==> src/rtl/pec_cfg.svh <==
`ifndef PEC_CFG_SVH
`define PEC_CFG_SVH
// register word offsets (byte addresses on the bus)
`define PEC_OFS_PA_RISE   8'h00
`define PEC_OFS_PA_FALL   8'h04
`define PEC_OFS_PA_FLAG   8'h08
`define PEC_OFS_PB_RISE   8'h0c
`define PEC_OFS_PB_FALL   8'h10
`define PEC_OFS_PB_FLAG   8'h14
`define PEC_OFS_INT_CTRL  8'h18
`define PEC_OFS_IRQ_STAT  8'h1c
`define PEC_OFS_IRQ_MASK  8'h20
// implemented bit masks
`define PEC_PA_MASK       8'h3b
`define PEC_PB_MASK       8'hf0
// interrupt control layout
`define PEC_IC_ENABLE_BIT 3
`define PEC_IC_FLAG_BIT   0
`define PEC_IC_MASK       8'h08
// sticky status layout
`define PEC_ST_EDGE_BIT   0
`define PEC_ST_WAKE_BIT   1
`define PEC_ST_MASK       8'h03
// reset value of every register
`define PEC_RST_BYTE      8'h00
`endif

==> src/rtl/pec_pkg.sv <==
package pec_pkg;
  // bus slave phase
  typedef enum logic [0:0] {
    PEC_IDLE = 1'b0,
    PEC_ACK  = 1'b1
  } pec_bus_type;
endpackage

==> src/rtl/pec_pin_detect.sv <==
`timescale 1ns/10ps
`include "pec_cfg.svh"
module pec_pin_detect (
  input  wire logic sys_clk,   // system clock
  input  wire logic rst_n,     // sync reset, active low
  input  wire logic pin,       // asynchronous pin level
  input  wire logic rise_en,   // rising edge enable
  input  wire logic fall_en,   // falling edge enable
  output logic      edge_hit   // one-cycle enabled edge pulse
);
  logic meta_q;  // first sync stage, read only by sync_q
  logic sync_q;  // second sync stage
  logic prev_q;  // previous synced sample

  // two-flop synchroniser then history
  always_ff @(posedge sys_clk) begin
    if (!rst_n) begin
      meta_q <= 1'b0;
      sync_q <= 1'b0;
      prev_q <= 1'b0;
    end else begin
      meta_q <= pin;
      sync_q <= meta_q;
      prev_q <= sync_q;
    end
  end

  // compare samples; disabled edges are dropped
  assign edge_hit = (rise_en & sync_q & ~prev_q) |
                    (fall_en & ~sync_q & prev_q);

  // a pin may legally toggle every cycle, so only a stable level is wrong
  chk_one_cycle_pulse: assert property (
    @(posedge sys_clk) disable iff (!rst_n)
    edge_hit |=> (!edge_hit || sync_q != prev_q))
    else $error("edge pulse held two cycles");
  chk_rise_ignored: assert property (@(posedge sys_clk) disable iff (!rst_n)
    (!rise_en && sync_q && !prev_q) |-> !edge_hit)
    else $error("rise seen while disabled");
endmodule // pec_pin_detect

==> src/rtl/pec_top.sv <==
`timescale 1ns/10ps
`include "pec_cfg.svh"
// How it works
// - port b rising enables detect rising edges
// - port b falling enables detect falling edges
// - enabled edge sets that pin's flag
// - port b flag also sets summary flag
// - software clears a flag writing zero
// - hardware sets flags independent of writes
// - port b bits three to zero read zero
// - all enables and flags reset zero
// - port a implements bits 5,4,3,1,0 only
// - detection continues while master enable clear
// - summary flag is OR of flags
// - edge during write leaves flag set
// - enabled edge wakes device while master enable set, flags first
module pec_top
  import pec_pkg::*;
(
  input  wire logic       sys_clk,   // system clock, 25 MHz
  input  wire logic       rst_n,     // sync reset, active low
  input  wire logic [7:0] port_a_pin,// port a pin levels
  input  wire logic [7:0] port_b_pin,// port b pin levels
  input  wire logic       cyc_i,     // wishbone cycle
  input  wire logic       stb_i,     // wishbone strobe
  input  wire logic       we_i,      // wishbone write
  input  wire logic [7:0] adr_i,     // wishbone byte address
  input  wire logic [3:0] sel_i,     // wishbone byte selects
  input  wire logic [31:0] dat_i,    // wishbone write data
  output logic [31:0]     dat_o,     // wishbone read data
  output logic            ack_o,     // wishbone acknowledge
  output logic            change_irq,// cpu change interrupt
  output logic            wake_req,  // wake-from-sleep request
  output logic            irq_o      // masked sticky interrupt
);
  logic [7:0]  pa_rise_q;    // porta_rise_enable
  logic [7:0]  pa_fall_q;    // porta_fall_enable
  logic [7:0]  pa_flag_q;    // porta_change_flags
  logic [7:0]  pb_rise_q;    // portb_rise_enable
  logic [7:0]  pb_fall_q;    // portb_fall_enable
  logic [7:0]  pb_flag_q;    // portb_change_flags
  logic        master_en_q;  // change_irq_master_enable
  logic [7:0]  stat_q;       // sticky event status
  logic [7:0]  mask_q;       // status mask
  logic [7:0]  pa_hit;       // port a enabled edge pulses
  logic [7:0]  pb_hit;       // port b enabled edge pulses
  logic        summary;      // change_irq_summary_flag
  logic        any_hit;      // any enabled edge this cycle
  pec_bus_type bus_q;        // bus slave phase
  logic        take;         // request taken this edge
  logic        wr;           // write taken this edge
  logic [7:0]  wbyte;        // low byte of write data
  logic [7:0]  rd_d;         // read mux result

  // one detector per pin; unimplemented pins get zero enables
  genvar gi;
  generate
    for (gi = 0; gi < 8; gi++) begin : g_pin
      pec_pin_detect u_a (
        .sys_clk  (sys_clk),
        .rst_n    (rst_n),
        .pin      (port_a_pin[gi]),
        .rise_en  (pa_rise_q[gi]),
        .fall_en  (pa_fall_q[gi]),
        .edge_hit (pa_hit[gi])
      );
      pec_pin_detect u_b (
        .sys_clk  (sys_clk),
        .rst_n    (rst_n),
        .pin      (port_b_pin[gi]),
        .rise_en  (pb_rise_q[gi]),
        .fall_en  (pb_fall_q[gi]),
        .edge_hit (pb_hit[gi])
      );
    end
  endgenerate

  // summary is pure OR, so it clears with the last flag
  assign summary = |pa_flag_q | |pb_flag_q;
  assign any_hit = |pa_hit | |pb_hit;

  // single-wait slave: ack one cycle after strobe, then drop
  // read data is latched at the taking edge so it stands with ack
  assign take  = cyc_i & stb_i & (bus_q == PEC_IDLE);
  // writes land on the ack edge, where the master still holds its
  // request; landing earlier would act before the handshake completes
  assign wr    = cyc_i & stb_i & ack_o & we_i & sel_i[0];
  assign wbyte = dat_i[7:0];

  // bus phase
  always_ff @(posedge sys_clk) begin
    if (!rst_n) begin
      bus_q <= PEC_IDLE;
      ack_o <= 1'b0;
    end else begin
      unique case (bus_q)
        PEC_IDLE: begin
          bus_q <= take ? PEC_ACK : PEC_IDLE;
          ack_o <= take;
        end
        PEC_ACK: begin
          bus_q <= PEC_IDLE;
          ack_o <= 1'b0;
        end
      endcase
    end
  end

  // enable registers; unimplemented bits never store
  always_ff @(posedge sys_clk) begin
    if (!rst_n) begin
      pa_rise_q   <= `PEC_RST_BYTE;
      pa_fall_q   <= `PEC_RST_BYTE;
      pb_rise_q   <= `PEC_RST_BYTE;
      pb_fall_q   <= `PEC_RST_BYTE;
      master_en_q <= 1'b0;
      mask_q      <= `PEC_RST_BYTE;
    end else if (wr) begin
      unique case (adr_i)
        `PEC_OFS_PA_RISE: pa_rise_q <= wbyte & `PEC_PA_MASK;
        `PEC_OFS_PA_FALL: pa_fall_q <= wbyte & `PEC_PA_MASK;
        `PEC_OFS_PB_RISE: pb_rise_q <= wbyte & `PEC_PB_MASK;
        `PEC_OFS_PB_FALL: pb_fall_q <= wbyte & `PEC_PB_MASK;
        `PEC_OFS_INT_CTRL:
          master_en_q <= wbyte[`PEC_IC_ENABLE_BIT];
        `PEC_OFS_IRQ_MASK: mask_q <= wbyte & `PEC_ST_MASK;
        default: ;  // other offsets hold
      endcase
    end
  end

  // port a flags: write replaces, but an edge always wins
  // a zero written in the edge's cycle must not swallow that edge
  always_ff @(posedge sys_clk) begin
    if (!rst_n) begin
      pa_flag_q <= `PEC_RST_BYTE;
    end else if (wr && adr_i == `PEC_OFS_PA_FLAG) begin
      pa_flag_q <= (wbyte & `PEC_PA_MASK) | pa_hit;
    end else begin
      pa_flag_q <= pa_flag_q | pa_hit;
    end
  end

  // port b flags, same policy
  // low nibble is masked on write, so it can never hold a one
  always_ff @(posedge sys_clk) begin
    if (!rst_n) begin
      pb_flag_q <= `PEC_RST_BYTE;
    end else if (wr && adr_i == `PEC_OFS_PB_FLAG) begin
      pb_flag_q <= (wbyte & `PEC_PB_MASK) | pb_hit;
    end else begin
      pb_flag_q <= pb_flag_q | pb_hit;
    end
  end

  // sticky status: write one clears, a new event wins
  // bit 1 only records edges seen while the master enable is set
  always_ff @(posedge sys_clk) begin
    if (!rst_n) begin
      stat_q <= `PEC_RST_BYTE;
    end else begin
      stat_q[`PEC_ST_EDGE_BIT] <= any_hit |
        (stat_q[`PEC_ST_EDGE_BIT] &
         ~(wr && adr_i == `PEC_OFS_IRQ_STAT && wbyte[`PEC_ST_EDGE_BIT]));
      stat_q[`PEC_ST_WAKE_BIT] <= (any_hit & master_en_q) |
        (stat_q[`PEC_ST_WAKE_BIT] &
         ~(wr && adr_i == `PEC_OFS_IRQ_STAT && wbyte[`PEC_ST_WAKE_BIT]));
      stat_q[7:2] <= 6'h00;
    end
  end

  // outputs come from flops; change_irq and wake_req gate on master enable, irq_o on mask_q
  always_ff @(posedge sys_clk) begin
    if (!rst_n) begin
      change_irq <= 1'b0;
      wake_req   <= 1'b0;
      irq_o      <= 1'b0;
    end else begin
      change_irq <= master_en_q & summary;
      // wake follows the flags, so they are set before any wake
      wake_req   <= master_en_q & summary;
      irq_o      <= |(stat_q & mask_q);
    end
  end

  // read mux; unmapped and reserved bits read zero
  always_comb begin
    rd_d = `PEC_RST_BYTE;
    unique case (adr_i)
      `PEC_OFS_PA_RISE:  rd_d = pa_rise_q;
      `PEC_OFS_PA_FALL:  rd_d = pa_fall_q;
      `PEC_OFS_PA_FLAG:  rd_d = pa_flag_q;
      `PEC_OFS_PB_RISE:  rd_d = pb_rise_q;
      `PEC_OFS_PB_FALL:  rd_d = pb_fall_q;
      `PEC_OFS_PB_FLAG:  rd_d = pb_flag_q;
      `PEC_OFS_INT_CTRL: begin
        rd_d[`PEC_IC_ENABLE_BIT] = master_en_q;
        rd_d[`PEC_IC_FLAG_BIT]   = summary;
      end
      `PEC_OFS_IRQ_STAT: rd_d = stat_q;
      `PEC_OFS_IRQ_MASK: rd_d = mask_q;
      default:           rd_d = `PEC_RST_BYTE;
    endcase
  end

  // read data registered with the ack
  always_ff @(posedge sys_clk) begin
    if (!rst_n) begin
      dat_o <= 32'h0000_0000;
    end else if (take) begin
      dat_o <= {24'h00_0000, rd_d};
    end
  end

  // checks
  chk_flag_set_edge: assert property (@(posedge sys_clk) disable iff (!rst_n)
    pb_hit[4] |=> pb_flag_q[4]) else $error("port b flag missed edge");
  chk_edge_beats_clr: assert property (
    @(posedge sys_clk) disable iff (!rst_n)
    (wr && adr_i == `PEC_OFS_PB_FLAG && |pb_hit)
    |=> ((pb_flag_q & $past(pb_hit)) == $past(pb_hit)))
    else $error("port b clear beat edge");
  chk_clear_by_zero: assert property (@(posedge sys_clk) disable iff (!rst_n)
    (wr && adr_i == `PEC_OFS_PB_FLAG && !wbyte[5] && !pb_hit[5])
    |=> !pb_flag_q[5]) else $error("flag not cleared");
  chk_pb_low_zero: assert property (@(posedge sys_clk) disable iff (!rst_n)
    (pb_rise_q[3:0] == 4'h0) && (pb_flag_q[3:0] == 4'h0))
    else $error("port b low nibble set");
  chk_pa_hole_zero: assert property (@(posedge sys_clk) disable iff (!rst_n)
    (pa_flag_q[7:6] == 2'h0) && !pa_flag_q[2] && !pa_fall_q[2])
    else $error("port a hole set");
  chk_irq_follows: assert property (@(posedge sys_clk) disable iff (!rst_n)
    ##1 change_irq == $past(master_en_q && summary))
    else $error("irq wrong");
  chk_detect_no_en: assert property (@(posedge sys_clk) disable iff (!rst_n)
    (!master_en_q && pa_hit[1]) |=> (pa_flag_q[1] && !change_irq))
    else $error("detection stopped or irq leaked");
  chk_reset_zero: assert property (@(posedge sys_clk)
    !rst_n |=> (pb_flag_q == 8'h00 && pa_rise_q == 8'h00 && !master_en_q))
    else $error("reset value wrong");
  chk_ack_one: assert property (@(posedge sys_clk) disable iff (!rst_n)
    ack_o |=> !ack_o) else $error("ack held");
  cov_pb_edge: cover property (@(posedge sys_clk) disable iff (!rst_n)
    pb_hit[7] ##1 change_irq);
  cov_race: cover property (@(posedge sys_clk) disable iff (!rst_n)
    pb_hit[7] && wr && adr_i == `PEC_OFS_PB_FLAG);
  cov_irq: cover property (@(posedge sys_clk) disable iff (!rst_n) irq_o);

  // an edge seen with the master enable set reaches the wake request
  cov_wake: cover property (@(posedge sys_clk) disable iff (!rst_n)
    (any_hit && master_en_q) ##2 wake_req);

  // detection without the master enable, irq held back
  cov_quiet_detect: cover property (@(posedge sys_clk) disable iff (!rst_n)
    any_hit && !master_en_q);

  // port a side of the clear race; software may clear while pins move
  chk_pa_beats_clr: assert property (
    @(posedge sys_clk) disable iff (!rst_n)
    (wr && adr_i == `PEC_OFS_PA_FLAG && |pa_hit)
    |=> ((pa_flag_q & $past(pa_hit)) == $past(pa_hit)))
    else $error("port a clear beat edge");

  // wake request is the registered copy of enable and summary
  chk_wake_follows: assert property (
    @(posedge sys_clk) disable iff (!rst_n)
    ##1 wake_req == $past(master_en_q && summary))
    else $error("wake request wrong");

  // status interrupt is the registered masked status
  chk_irq_o_follows: assert property (
    @(posedge sys_clk) disable iff (!rst_n)
    ##1 irq_o == $past(|(stat_q & mask_q)))
    else $error("status irq wrong");

  // any enabled edge lands in the sticky status
  chk_status_set: assert property (
    @(posedge sys_clk) disable iff (!rst_n)
    any_hit |=> stat_q[`PEC_ST_EDGE_BIT])
    else $error("status missed edge");

  // a set status bit only leaves through a write-one clear
  chk_status_sticky: assert property (
    @(posedge sys_clk) disable iff (!rst_n)
    (stat_q[`PEC_ST_EDGE_BIT] && !(wr && adr_i == `PEC_OFS_IRQ_STAT
      && wbyte[`PEC_ST_EDGE_BIT])) |=> stat_q[`PEC_ST_EDGE_BIT])
    else $error("status dropped");

  // every taken request is answered on the next edge
  chk_ack_after_take: assert property (
    @(posedge sys_clk) disable iff (!rst_n)
    take |=> ack_o)
    else $error("ack missing");

  // a flag stays set unless software writes that register
  chk_flag_hold: assert property (
    @(posedge sys_clk) disable iff (!rst_n)
    (pb_flag_q[6] && !(wr && adr_i == `PEC_OFS_PB_FLAG))
    |=> pb_flag_q[6])
    else $error("flag lost without write");
endmodule // pec_top

==> config.mk <==
export PLATFORM = sky130hd
export DESIGN_NAME = pec_top
export DESIGN_NICKNAME = d
export VERILOG_FILES = /design/src/rtl/pec_pkg.sv /design/src/rtl/pec_pin_detect.sv /design/src/rtl/pec_top.sv
export VERILOG_INCLUDE_DIRS = /design/src /design/src/rtl
export SDC_FILE = /design/constraint.sdc
export NUM_CORES = 1
export LEC_CHECK = 0
export ABC_AREA = 0
export ABC_CLOCK_PERIOD_IN_PS = 4840
export BUFFER_PORTS_ARGS = -buffer_cell sky130_fd_sc_hd__buf_2
export CORE_MARGIN = 2
export CORE_UTILIZATION = 55
export CTS_CLUSTER_SIZE = 28
export DETAILED_ROUTE_END_ITERATION = 12
export GPL_TIMING_DRIVEN = 1
export PLACE_DENSITY_LB_ADDON = 0.05
export SLEW_MARGIN = 20
export SYNTH_ARGS = -nofsm -noshare
export SYNTH_HDL_FRONTEND = slang
export SYNTH_SLANG_ARGS = --single-unit
==> constraint.sdc <==
create_clock -name sys_clk -period 4.84 [get_ports sys_clk]
set_input_delay 0.968 -clock sys_clk [delete_from_list [all_inputs] [get_ports sys_clk]]
set_output_delay 0.968 -clock sys_clk [all_outputs]
set_load 0.01 [all_outputs]
==> results_dict.tcl, run 1 <==
set metrics [dict create \
    status "finished, final reports clean" \
    drt_iter0_markers 108 \
    cts_hold_buf 0 \
    ant_nets 0 \
    ir_worst_vdd_uv 282 \
    p_seq_share_pct 55.4 \
    vias_per_cell 5.41 \
    cts_tree "built" \
    dpl-instance-area_um2 3340 \
    cts_made_buffers 9 \
    slew_violations 0 \
    core_area_um2 5570 \
    combPwrFrac_pct 6.6 \
    die_area_um2 6480 \
    yosys_most_used_dff "dfxtp_1" \
    setup_viol 0 \
    synth.distinct_cells 46 \
    pin_count 101 \
    fmax_mhz 390 \
    utilization_pct 62.9 \
    hold_ws_ps 434 \
    cts_num_sinks 70 \
    hold_violations 0 \
    worst_slack_ps 2280 \
    slowest_stage "or4b_1" \
    worstMarginPinSlew_ps 1010 \
    route.detailed.drc 0 \
    h-tree-depth 3 \
    postCtsResizedCells 0 \
    fill_cells 514 \
    path_buf_inv 1 \
    num_rows 27 \
    finalClockSkew_ps 12.1 \
    clk_pin_slew_worst_paths_ps 70 \
    leakage_nw 1.38 \
    slew_headroom_pct 32.7 \
    overflow 0 \
    place_ws_ps 1930 \
    die_x_um 80.5 \
    powerDensity_nw_per_um2 305 \
    wl_mm 6.82 \
    synth_area_um2 3220 \
    worstSetupEndpointType "flip-flop" \
    p_clk_share_pct 38.0 \
    worstSetupStartpointType "input port" \
    post_cts_buffers 0 \
    antenna_found_initial 0 \
    p_sw_share_pct 24.4 \
    async_flop_share_pct 0 \
    p_int_uw 807 \
    grt_pass1_wl_mm 10.7 \
    start_util_pct 57.8 \
    cts_buffer_depth 2 \
    rsz0062_at_grt "false" \
    io_buffers 41 \
    cp.arrival_ps 2780 \
    wire_per_inst_um 15.3 \
    synth.avg_cell_area_um2 9.61 \
    critPathMaxFanout 17 \
    grt_pass1_vias 2153 \
    regArea_um2 1400 \
    final.period_utilization_pct 52.9 \
    cap_violations 0 \
    ys_seq_area_share_pct 43.5 \
    diodes 0 \
    firstDrtPassIters 4 \
    ys_warn_count 0 \
    critical_path.top_delay_family "simple AND/OR/NAND/NOR gates" \
    hold_path_class "reg -> reg" \
    nets 434 \
    path_cells "buf_2 > or4b_1 > nor4_4 > mux2_1 > o21a_1" \
    die_y_um 80.5 \
    clk_latency_ps 340 \
    critPathKind "in -> reg" \
    gp_congestion 0.810 \
    fin_crit_ps 2560 \
    final_area_um2 3500 \
    drive_gt1_share_pct 17.6 \
    grt_use_total_pct 22.3 \
    setup_tns_ps 0 \
    ys_ff_latch 70 \
    slowest_delay_ps 690 \
    grt_max_degree 43 \
    multi_input_area_um2 1630 \
    switchingPower_uw 261 \
    area_growth_pct 8.82 \
    num_vias 2414 \
    syn_inst 335 \
    root_buffer "clkbuf_8" \
    dp_hpwl_mm 4.73 \
    required_ps 5060 \
    synth-edff-count 0 \
]
## synth_stat cells (3+ instances only)
cell / instances / area [µm²]
a211oi_1: 4 / 30.0
a21oi_1: 10 / 50.1
a22oi_1: 4 / 30.0
and2_1: 27 / 169
and3_1: 4 / 25.0
buf_4: 25 / 188
clkbuf_1: 11 / 41.3
dfxtp_1: 70 / 1400
mux2_1: 5 / 56.3
mux2_2: 3 / 33.8
mux2i_1: 25 / 250
nand2_1: 12 / 45.0
nand3_1: 6 / 30.0
nand3b_1: 12 / 90.1
nor2_1: 36 / 135
nor3_1: 11 / 55.1
nor4_1: 4 / 25.0
nor4_4: 6 / 128
o21a_1: 5 / 37.5
o21ai_0: 15 / 75.1
or4b_1: 4 / 40.0
## state kept, by name, indices dropped and copies added (netlist names), 2 cells and up
register          count
pa_fall_q             5
g_pin.u_a.sync_q      5
pb_rise_q             4
mask_q                2
g_pin.u_b.sync_q      4
pa_rise_q             5
stat_q                2
pb_fall_q             4
dat_o                 8
g_pin.u_a.prev_q      5
g_pin.u_a.meta_q      5
pa_flag_q             5
g_pin.u_b.prev_q      4
pb_flag_q             4
g_pin.u_b.meta_q      4
## layer usage
metal | vias to the layer above | part of all wire, % | wire (µm) | track usage, %
met4 | 0 | 0.72 | 49 | 8.14
li1 | 1225 | - | - | -
met5 | - | 0 | 0 | 0
met1 | 1120 | 49 | 3320 | 30.8
met2 | 65 | 45 | 3100 | 34.2
met3 | 4 | 5.2 | 353 | 4.83
## logic make-up after synthesis
group                  synth area share [%]
buffers and inverters                  8.47
AND/OR/NAND/NOR                        25.4
flip-flops                             43.5
multiplexers                           10.6
AO/OA/AOI/OAI                          11.9
other                                 0.116
## path summary, 6_finish.rpt
kind,end,cells past startpoint,slack [ps],startpoint
min,g_pin[1].u_a.sync_q,1,430,g_pin[1].u_a.meta_q
max reg2reg,pa_flag_q[1],4,2600,ack_o
min reg2reg,g_pin[1].u_a.sync_q,1,430,g_pin[1].u_a.meta_q
max,pa_flag_q[1],5,2280,adr_i[2]
## final cells by class
type	instances	share of cell area, %
sequential	70	40.0
multi-input combinational	245	46.6
clock inverter	4	0.643
timing repair buffer	41	5.86
inverter	2	0.214
clock buffer	12	4.14
tap	72	2.57
## metrics by stage
step | power, mW | instances
2_1_floorplan | 0.663 | 358
3_3_place_gp | 0.674 | 430
3_5_place_dp | 0.674 | 430
4_1_cts | 1.08 | 446
5_1_grt | 1.11 | 446
6_report | 1.07 | 446
## power groups by stage
stage                     sequential, mW  clock (mW)  combinational, mW
final                              0.591       0.406             0.0709
after global routing               0.592       0.441             0.0779
after CTS                          0.591       0.418             0.0707
after detailed placement           0.604           0             0.0700
after global placement             0.604           0             0.0698
after floorplan                    0.604           0             0.0590
## cells in the final DEF, fill, tap and decap left out, types with 2 or more instances in the layout
cell type	instances
mux2_1	5
clkbuf_1	2
nand3b_1	12
or4b_1	4
clkbuf_8	10
nand3_1	6
and3_1	4
mux2i_1	25
or4_4	2
a211oi_1	4
o2bb2ai_1	2
a21oi_1	10
nor2b_1	2
inv_1	2
nor2_1	36
nor4_1	4
o21ai_1	2
clkinv_2	3
o21ai_0	15
o21a_1	5
nor3_1	11
buf_2	41
mux2_2	3
nor4_4	6
a2bb2oi_1	2
dfxtp_1	70
a22o_1	2
nand2_1	12
or4_1	2
a22oi_1	4
and2_1	27
a32o_1	2
conb_1	24
(Power assumes the default switching activity.)
==> run 2: changes to the inputs <==
- ABC_CLOCK_PERIOD_IN_PS: 4840 -> 2100
- CORE_UTILIZATION: 55 -> 46
- clock period: 4.84 -> 2.1 ns (I/O delays scaled with it)
==> results_dict.tcl, run 2 (synthesized netlist as in run 1, its figures left out) <==
set metrics [dict create \
    pin_count 101 \
    firstDrtPassIters 4 \
    grt_pass1_vias 2344 \
    required_ps 2360 \
    cts_hold_buf 0 \
    status "finished, final reports clean" \
    total_power_mw 2.61 \
    hold_violations 0 \
    worstSetupStartpointType "input port" \
    root_buffer "clkbuf_8" \
    multi_input_area_um2 1640 \
    grt_max_degree 31 \
    post_cts_buffers 0 \
    fin_crit_ps 1810 \
    wire_per_inst_um 14.7 \
    cts_num_sinks 70 \
    mostFrequentLayoutCells "dfxtp_1 (70), buf_2 (41), nor2_1 (36)" \
    hold_path_end "g_pin[1].u_a.meta_q" \
    fill_cells 642 \
    vias_per_cell 5.00 \
    dp_hpwl_mm 5.47 \
    powerDensity_nw_per_um2 692 \
    r2r_start "ack_o" \
    gp_congestion 0.831 \
    final_area_um2 3780 \
    finalClockSkew_ps 8.54 \
    die_x_um 87.7 \
    hold_path_class "in -> reg" \
    io_buffers 41 \
    wl_mm 7.34 \
    critPathKind "in -> reg" \
    drive_gt1_share_pct 24.1 \
    area_growth_pct 17.3 \
    slew_violations 0 \
    grt_pass1_wl_mm 12.0 \
    h-tree-depth 3 \
    num_rows 30 \
    ir_worst_vdd_uv 481 \
    overflow 0 \
    setup_viol 0 \
    regArea_um2 1400 \
    r2r_slack_ps 440 \
    cp.arrival_ps 2060 \
    whs_path_depth 2 \
    num_vias 2495 \
    min_from "port_a_pin[1]" \
    rsz0062_at_grt "false" \
    final.period_utilization_pct 86.0 \
    clk_latency_ps 340 \
    start_util_pct 47.4 \
    top_register "dat_o" \
    leakage_nw 1.53 \
    cts_made_buffers 9 \
    clk_pin_slew_worst_paths_ps 80 \
    diodes 0 \
    worstReg2RegEnd "stat_q[1]" \
    ant_nets 0 \
    nets 463 \
    fmax_mhz 553 \
    antenna_found_initial 0 \
    worstSetupEndpointType "flip-flop" \
    reg2reg_depth 5 \
    cts_tree "built" \
    core_area_um2 6790 \
    dpl-instance-area_um2 3590 \
    final_common_cell "dfxtp_1" \
    die_area_um2 7680 \
    die_y_um 87.7 \
    route.detailed.drc 0 \
    critPathMaxFanout 8 \
    postCtsResizedCells 0 \
    drt_iter0_markers 96 \
    cap_violations 0 \
    grt_use_total_pct 20.8 \
    cts_buffer_depth 2 \
    largest_reg_flops 8 \
]
==> run 2: power by group <==
part | internal (mW) | switching (mW)
registers | 1.35 | 0.00952
clock network | 0.547 | 0.515
logic | 0.0723 | 0.118
total | 1.97 | 0.643
==> run 2: how the worst max path moves through the flow <==
stage	start	end	slack, ps	cells past startpoint
floorplan	adr_i[2]	pa_flag_q[4]	2	5
global placement	adr_i[5]	pb_fall_q[6]	-40	7
detailed placement	adr_i[5]	pb_flag_q[5]	-50	7
CTS	adr_i[5]	pb_flag_q[5]	320	7
global route	adr_i[5]	pb_fall_q[5]	210	7
finish	adr_i[5]	pb_flag_q[5]	290	7
==> run 2: per-stage QoR <==
step / TNS [ps] / setup slack (ps) / utilization, % / hold slack, ps / std cells
finish: 0 / 293 / 55.6 / 282 / 499
floorplan: 0 / 2.35 / - / 412 / 358
global route: 0 / 208 / 55.6 / 268 / 499
CTS: 0 / 316 / 55.6 / 262 / 499
detailed placement: -347 / -46.4 / 52.8 / 417 / 483
global placement: -345 / -38.0 / 52.8 / 414 / 483
==> run 2: cell type report <==
class / instances / share of cell area, %
clock inverter: 6 / 1.62
clock buffer: 10 / 3.38
inverter: 2 / 0.199
tap: 96 / 3.18
multi-input combinational: 245 / 43.3
timing repair buffer: 70 / 11.2
sequential: 70 / 37.1
==> run 2: critical path, stage by stage <==
cell and delay (ps):
buf_2 110, or4b_1 650, buf_4 210, nor4_4 190, buf_4 190, nor3_1 60, a211oi_1 230
==> run 2: routing by layer <==
metal / share of wire, % / up-vias / wire, µm / GRT usage (%)
li1: - / 1278 / - / -
met1: 51 / 1148 / 3730 / 29.3
met2: 44 / 63 / 3230 / 32.1
met3: 4.0 / 6 / 294 / 4.52
met4: 1.0 / 0 / 74 / 5.87
met5: 0 / - / 0 / 0
==> run 3: changes to the inputs <==
- ABC_CLOCK_PERIOD_IN_PS: 2100 -> 2000
- CORE_UTILIZATION: 46 -> 51
- clock period: 2.1 -> 2 ns (I/O delays scaled with it)
==> results_dict.tcl, run 3 (synthesized netlist as in run 1, its figures left out) <==
set metrics [dict create \
    status "finished, final reports clean" \
    grt_pass1_vias 2388 \
    r2r_slack_ps 340 \
    num_vias 2588 \
    h-tree-depth 3 \
    critPathMaxFanout 8 \
    dp_hpwl_mm 5.50 \
    grt_max_degree 31 \
    firstDrtPassIters 4 \
    die_x_um 83.5 \
    p_int_mw 2.23 \
    largest_reg_flops 8 \
    ant_nets 0 \
    wire_per_inst_um 15.4 \
    vias_per_cell 5.40 \
    grt_pass1_wl_mm 11.9 \
    combPwrFrac_pct 7.1 \
    fin_cells 479 \
    root_buffer "clkbuf_8" \
    critPathKind "in -> reg" \
    area_growth_pct 18.1 \
    fmax_mhz 569 \
    ir_worst_vdd_uv 545 \
    start_util_pct 53.4 \
    post_cts_buffers 0 \
    cts_buffer_depth 2 \
    required_ps 2250 \
    antenna_found_initial 0 \
    nets 464 \
    slew_violations 0 \
    place_ws_ps -89.4 \
    worstSetupEndpointType "flip-flop" \
    mostFrequentLayoutCells "dfxtp_1 (70), buf_2 (41), nor2_1 (36)" \
    leakage_nw 1.57 \
    route.detailed.drc 0 \
    wl_mm 7.40 \
    final_common_cell "dfxtp_1" \
    hold_violations 0 \
    fin_crit_ps 1760 \
    diodes 0 \
    overflow 0 \
    fill_cells 535 \
    grt_use_total_pct 21.5 \
    die_area_um2 6960 \
    switchingPower_uw 667 \
    hold_path_class "in -> reg" \
    p_sw_share_pct 23.0 \
    clk_latency_ps 350 \
    worst_slack_ps 244 \
    final.period_utilization_pct 87.8 \
    cts_tree "built" \
    gp_congestion 0.862 \
    grtUsageMet1_pct 28.7 \
    place_inst 463 \
    p_seq_share_pct 49.3 \
    worstSetupStartpointType "input port" \
    gr-usage-met3_pct 5.44 \
    finalClockSkew_ps 13.0 \
    die_y_um 83.5 \
    core_area_um2 6030 \
    drive_gt1_share_pct 24.5 \
    pin_count 101 \
    top_register "dat_o" \
    postCtsResizedCells 0 \
    hold_ws_ps 261 \
    cts_num_sinks 70 \
    cap_violations 0 \
    num_rows 28 \
    cp.arrival_ps 2000 \
    p_clk_share_pct 43.6 \
    cts_made_buffers 9 \
    setup_viol 0 \
    clk_pin_slew_worst_paths_ps 70 \
    powerDensity_nw_per_um2 763 \
    rsz0062_at_grt "false" \
    io_buffers 41 \
    drt_iter0_markers 151 \
    cts_hold_buf 0 \
    grtUsageMet2_pct 34.5 \
    grt_busiest_layer "met2" \
]
run 3: changes by cell type in the layout (fill, tap and decap cells not counted), sizes merged:
cell	change
bufinv	+1
buf	+1
clkinvlp	-1
run 3: path summary, 6_finish.rpt:
kind                        from             endpoint  cells past startpoint
max                     adr_i[5]         pb_flag_q[7]                      7
min reg2reg  g_pin[3].u_a.meta_q  g_pin[3].u_a.sync_q                      1
min                port_a_pin[4]  g_pin[4].u_a.meta_q                      2
max reg2reg                ack_o            stat_q[1]                      5
run 3: cell type report:
type	count	area (µm²)	area share, %
clock buffers	10	138	3.62
inverters	2	7.51	0.197
well taps	75	93.8	2.47
flip-flops and latches	70	1400	36.9
clock inverters	6	83.8	2.20
multi-input cells	245	1640	43.0
repair buffers	71	443	11.6
run 3: per-stage QoR:
| stage | setup TNS, ps | power, mW | util [%] | area (µm²) |
|---|---|---|---|---|
| 2_1_floorplan | 0 | 1.61 | - | 3320 |
| 3_3_place_gp | -1400 | 1.66 | 59.4 | 3580 |
| 3_5_place_dp | -1470 | 1.67 | 59.4 | 3580 |
| 4_1_cts | 0 | 2.93 | 63.1 | 3800 |
| 5_1_grt | 0 | 3.02 | 63.1 | 3800 |
| 6_report | 0 | 2.90 | 63.1 | 3800 |
run 3: power by group through the flow:
stage	clock [mW]	combinational, mW	sequential [mW]
after global placement	0	0.202	1.46
after CTS	1.29	0.205	1.43
after global routing	1.36	0.225	1.43
final	1.26	0.206	1.43
after floorplan	0	0.145	1.46
after detailed placement	0	0.204	1.46
run 3: worst max-delay path, stage by stage:
cell      delay [ps]
buf_2            110
or4b_1           610
buf_4            200
nor4_4           200
buf_4            190
nor3_1            60
a211oi_1         230
run 3: routing by layer:
metal / routed length, µm / share of wire [%]
met2: 3420 / 46
met5: 0 / 0
met1: 3500 / 47
met3: 410 / 5.5
met4: 68 / 0.92
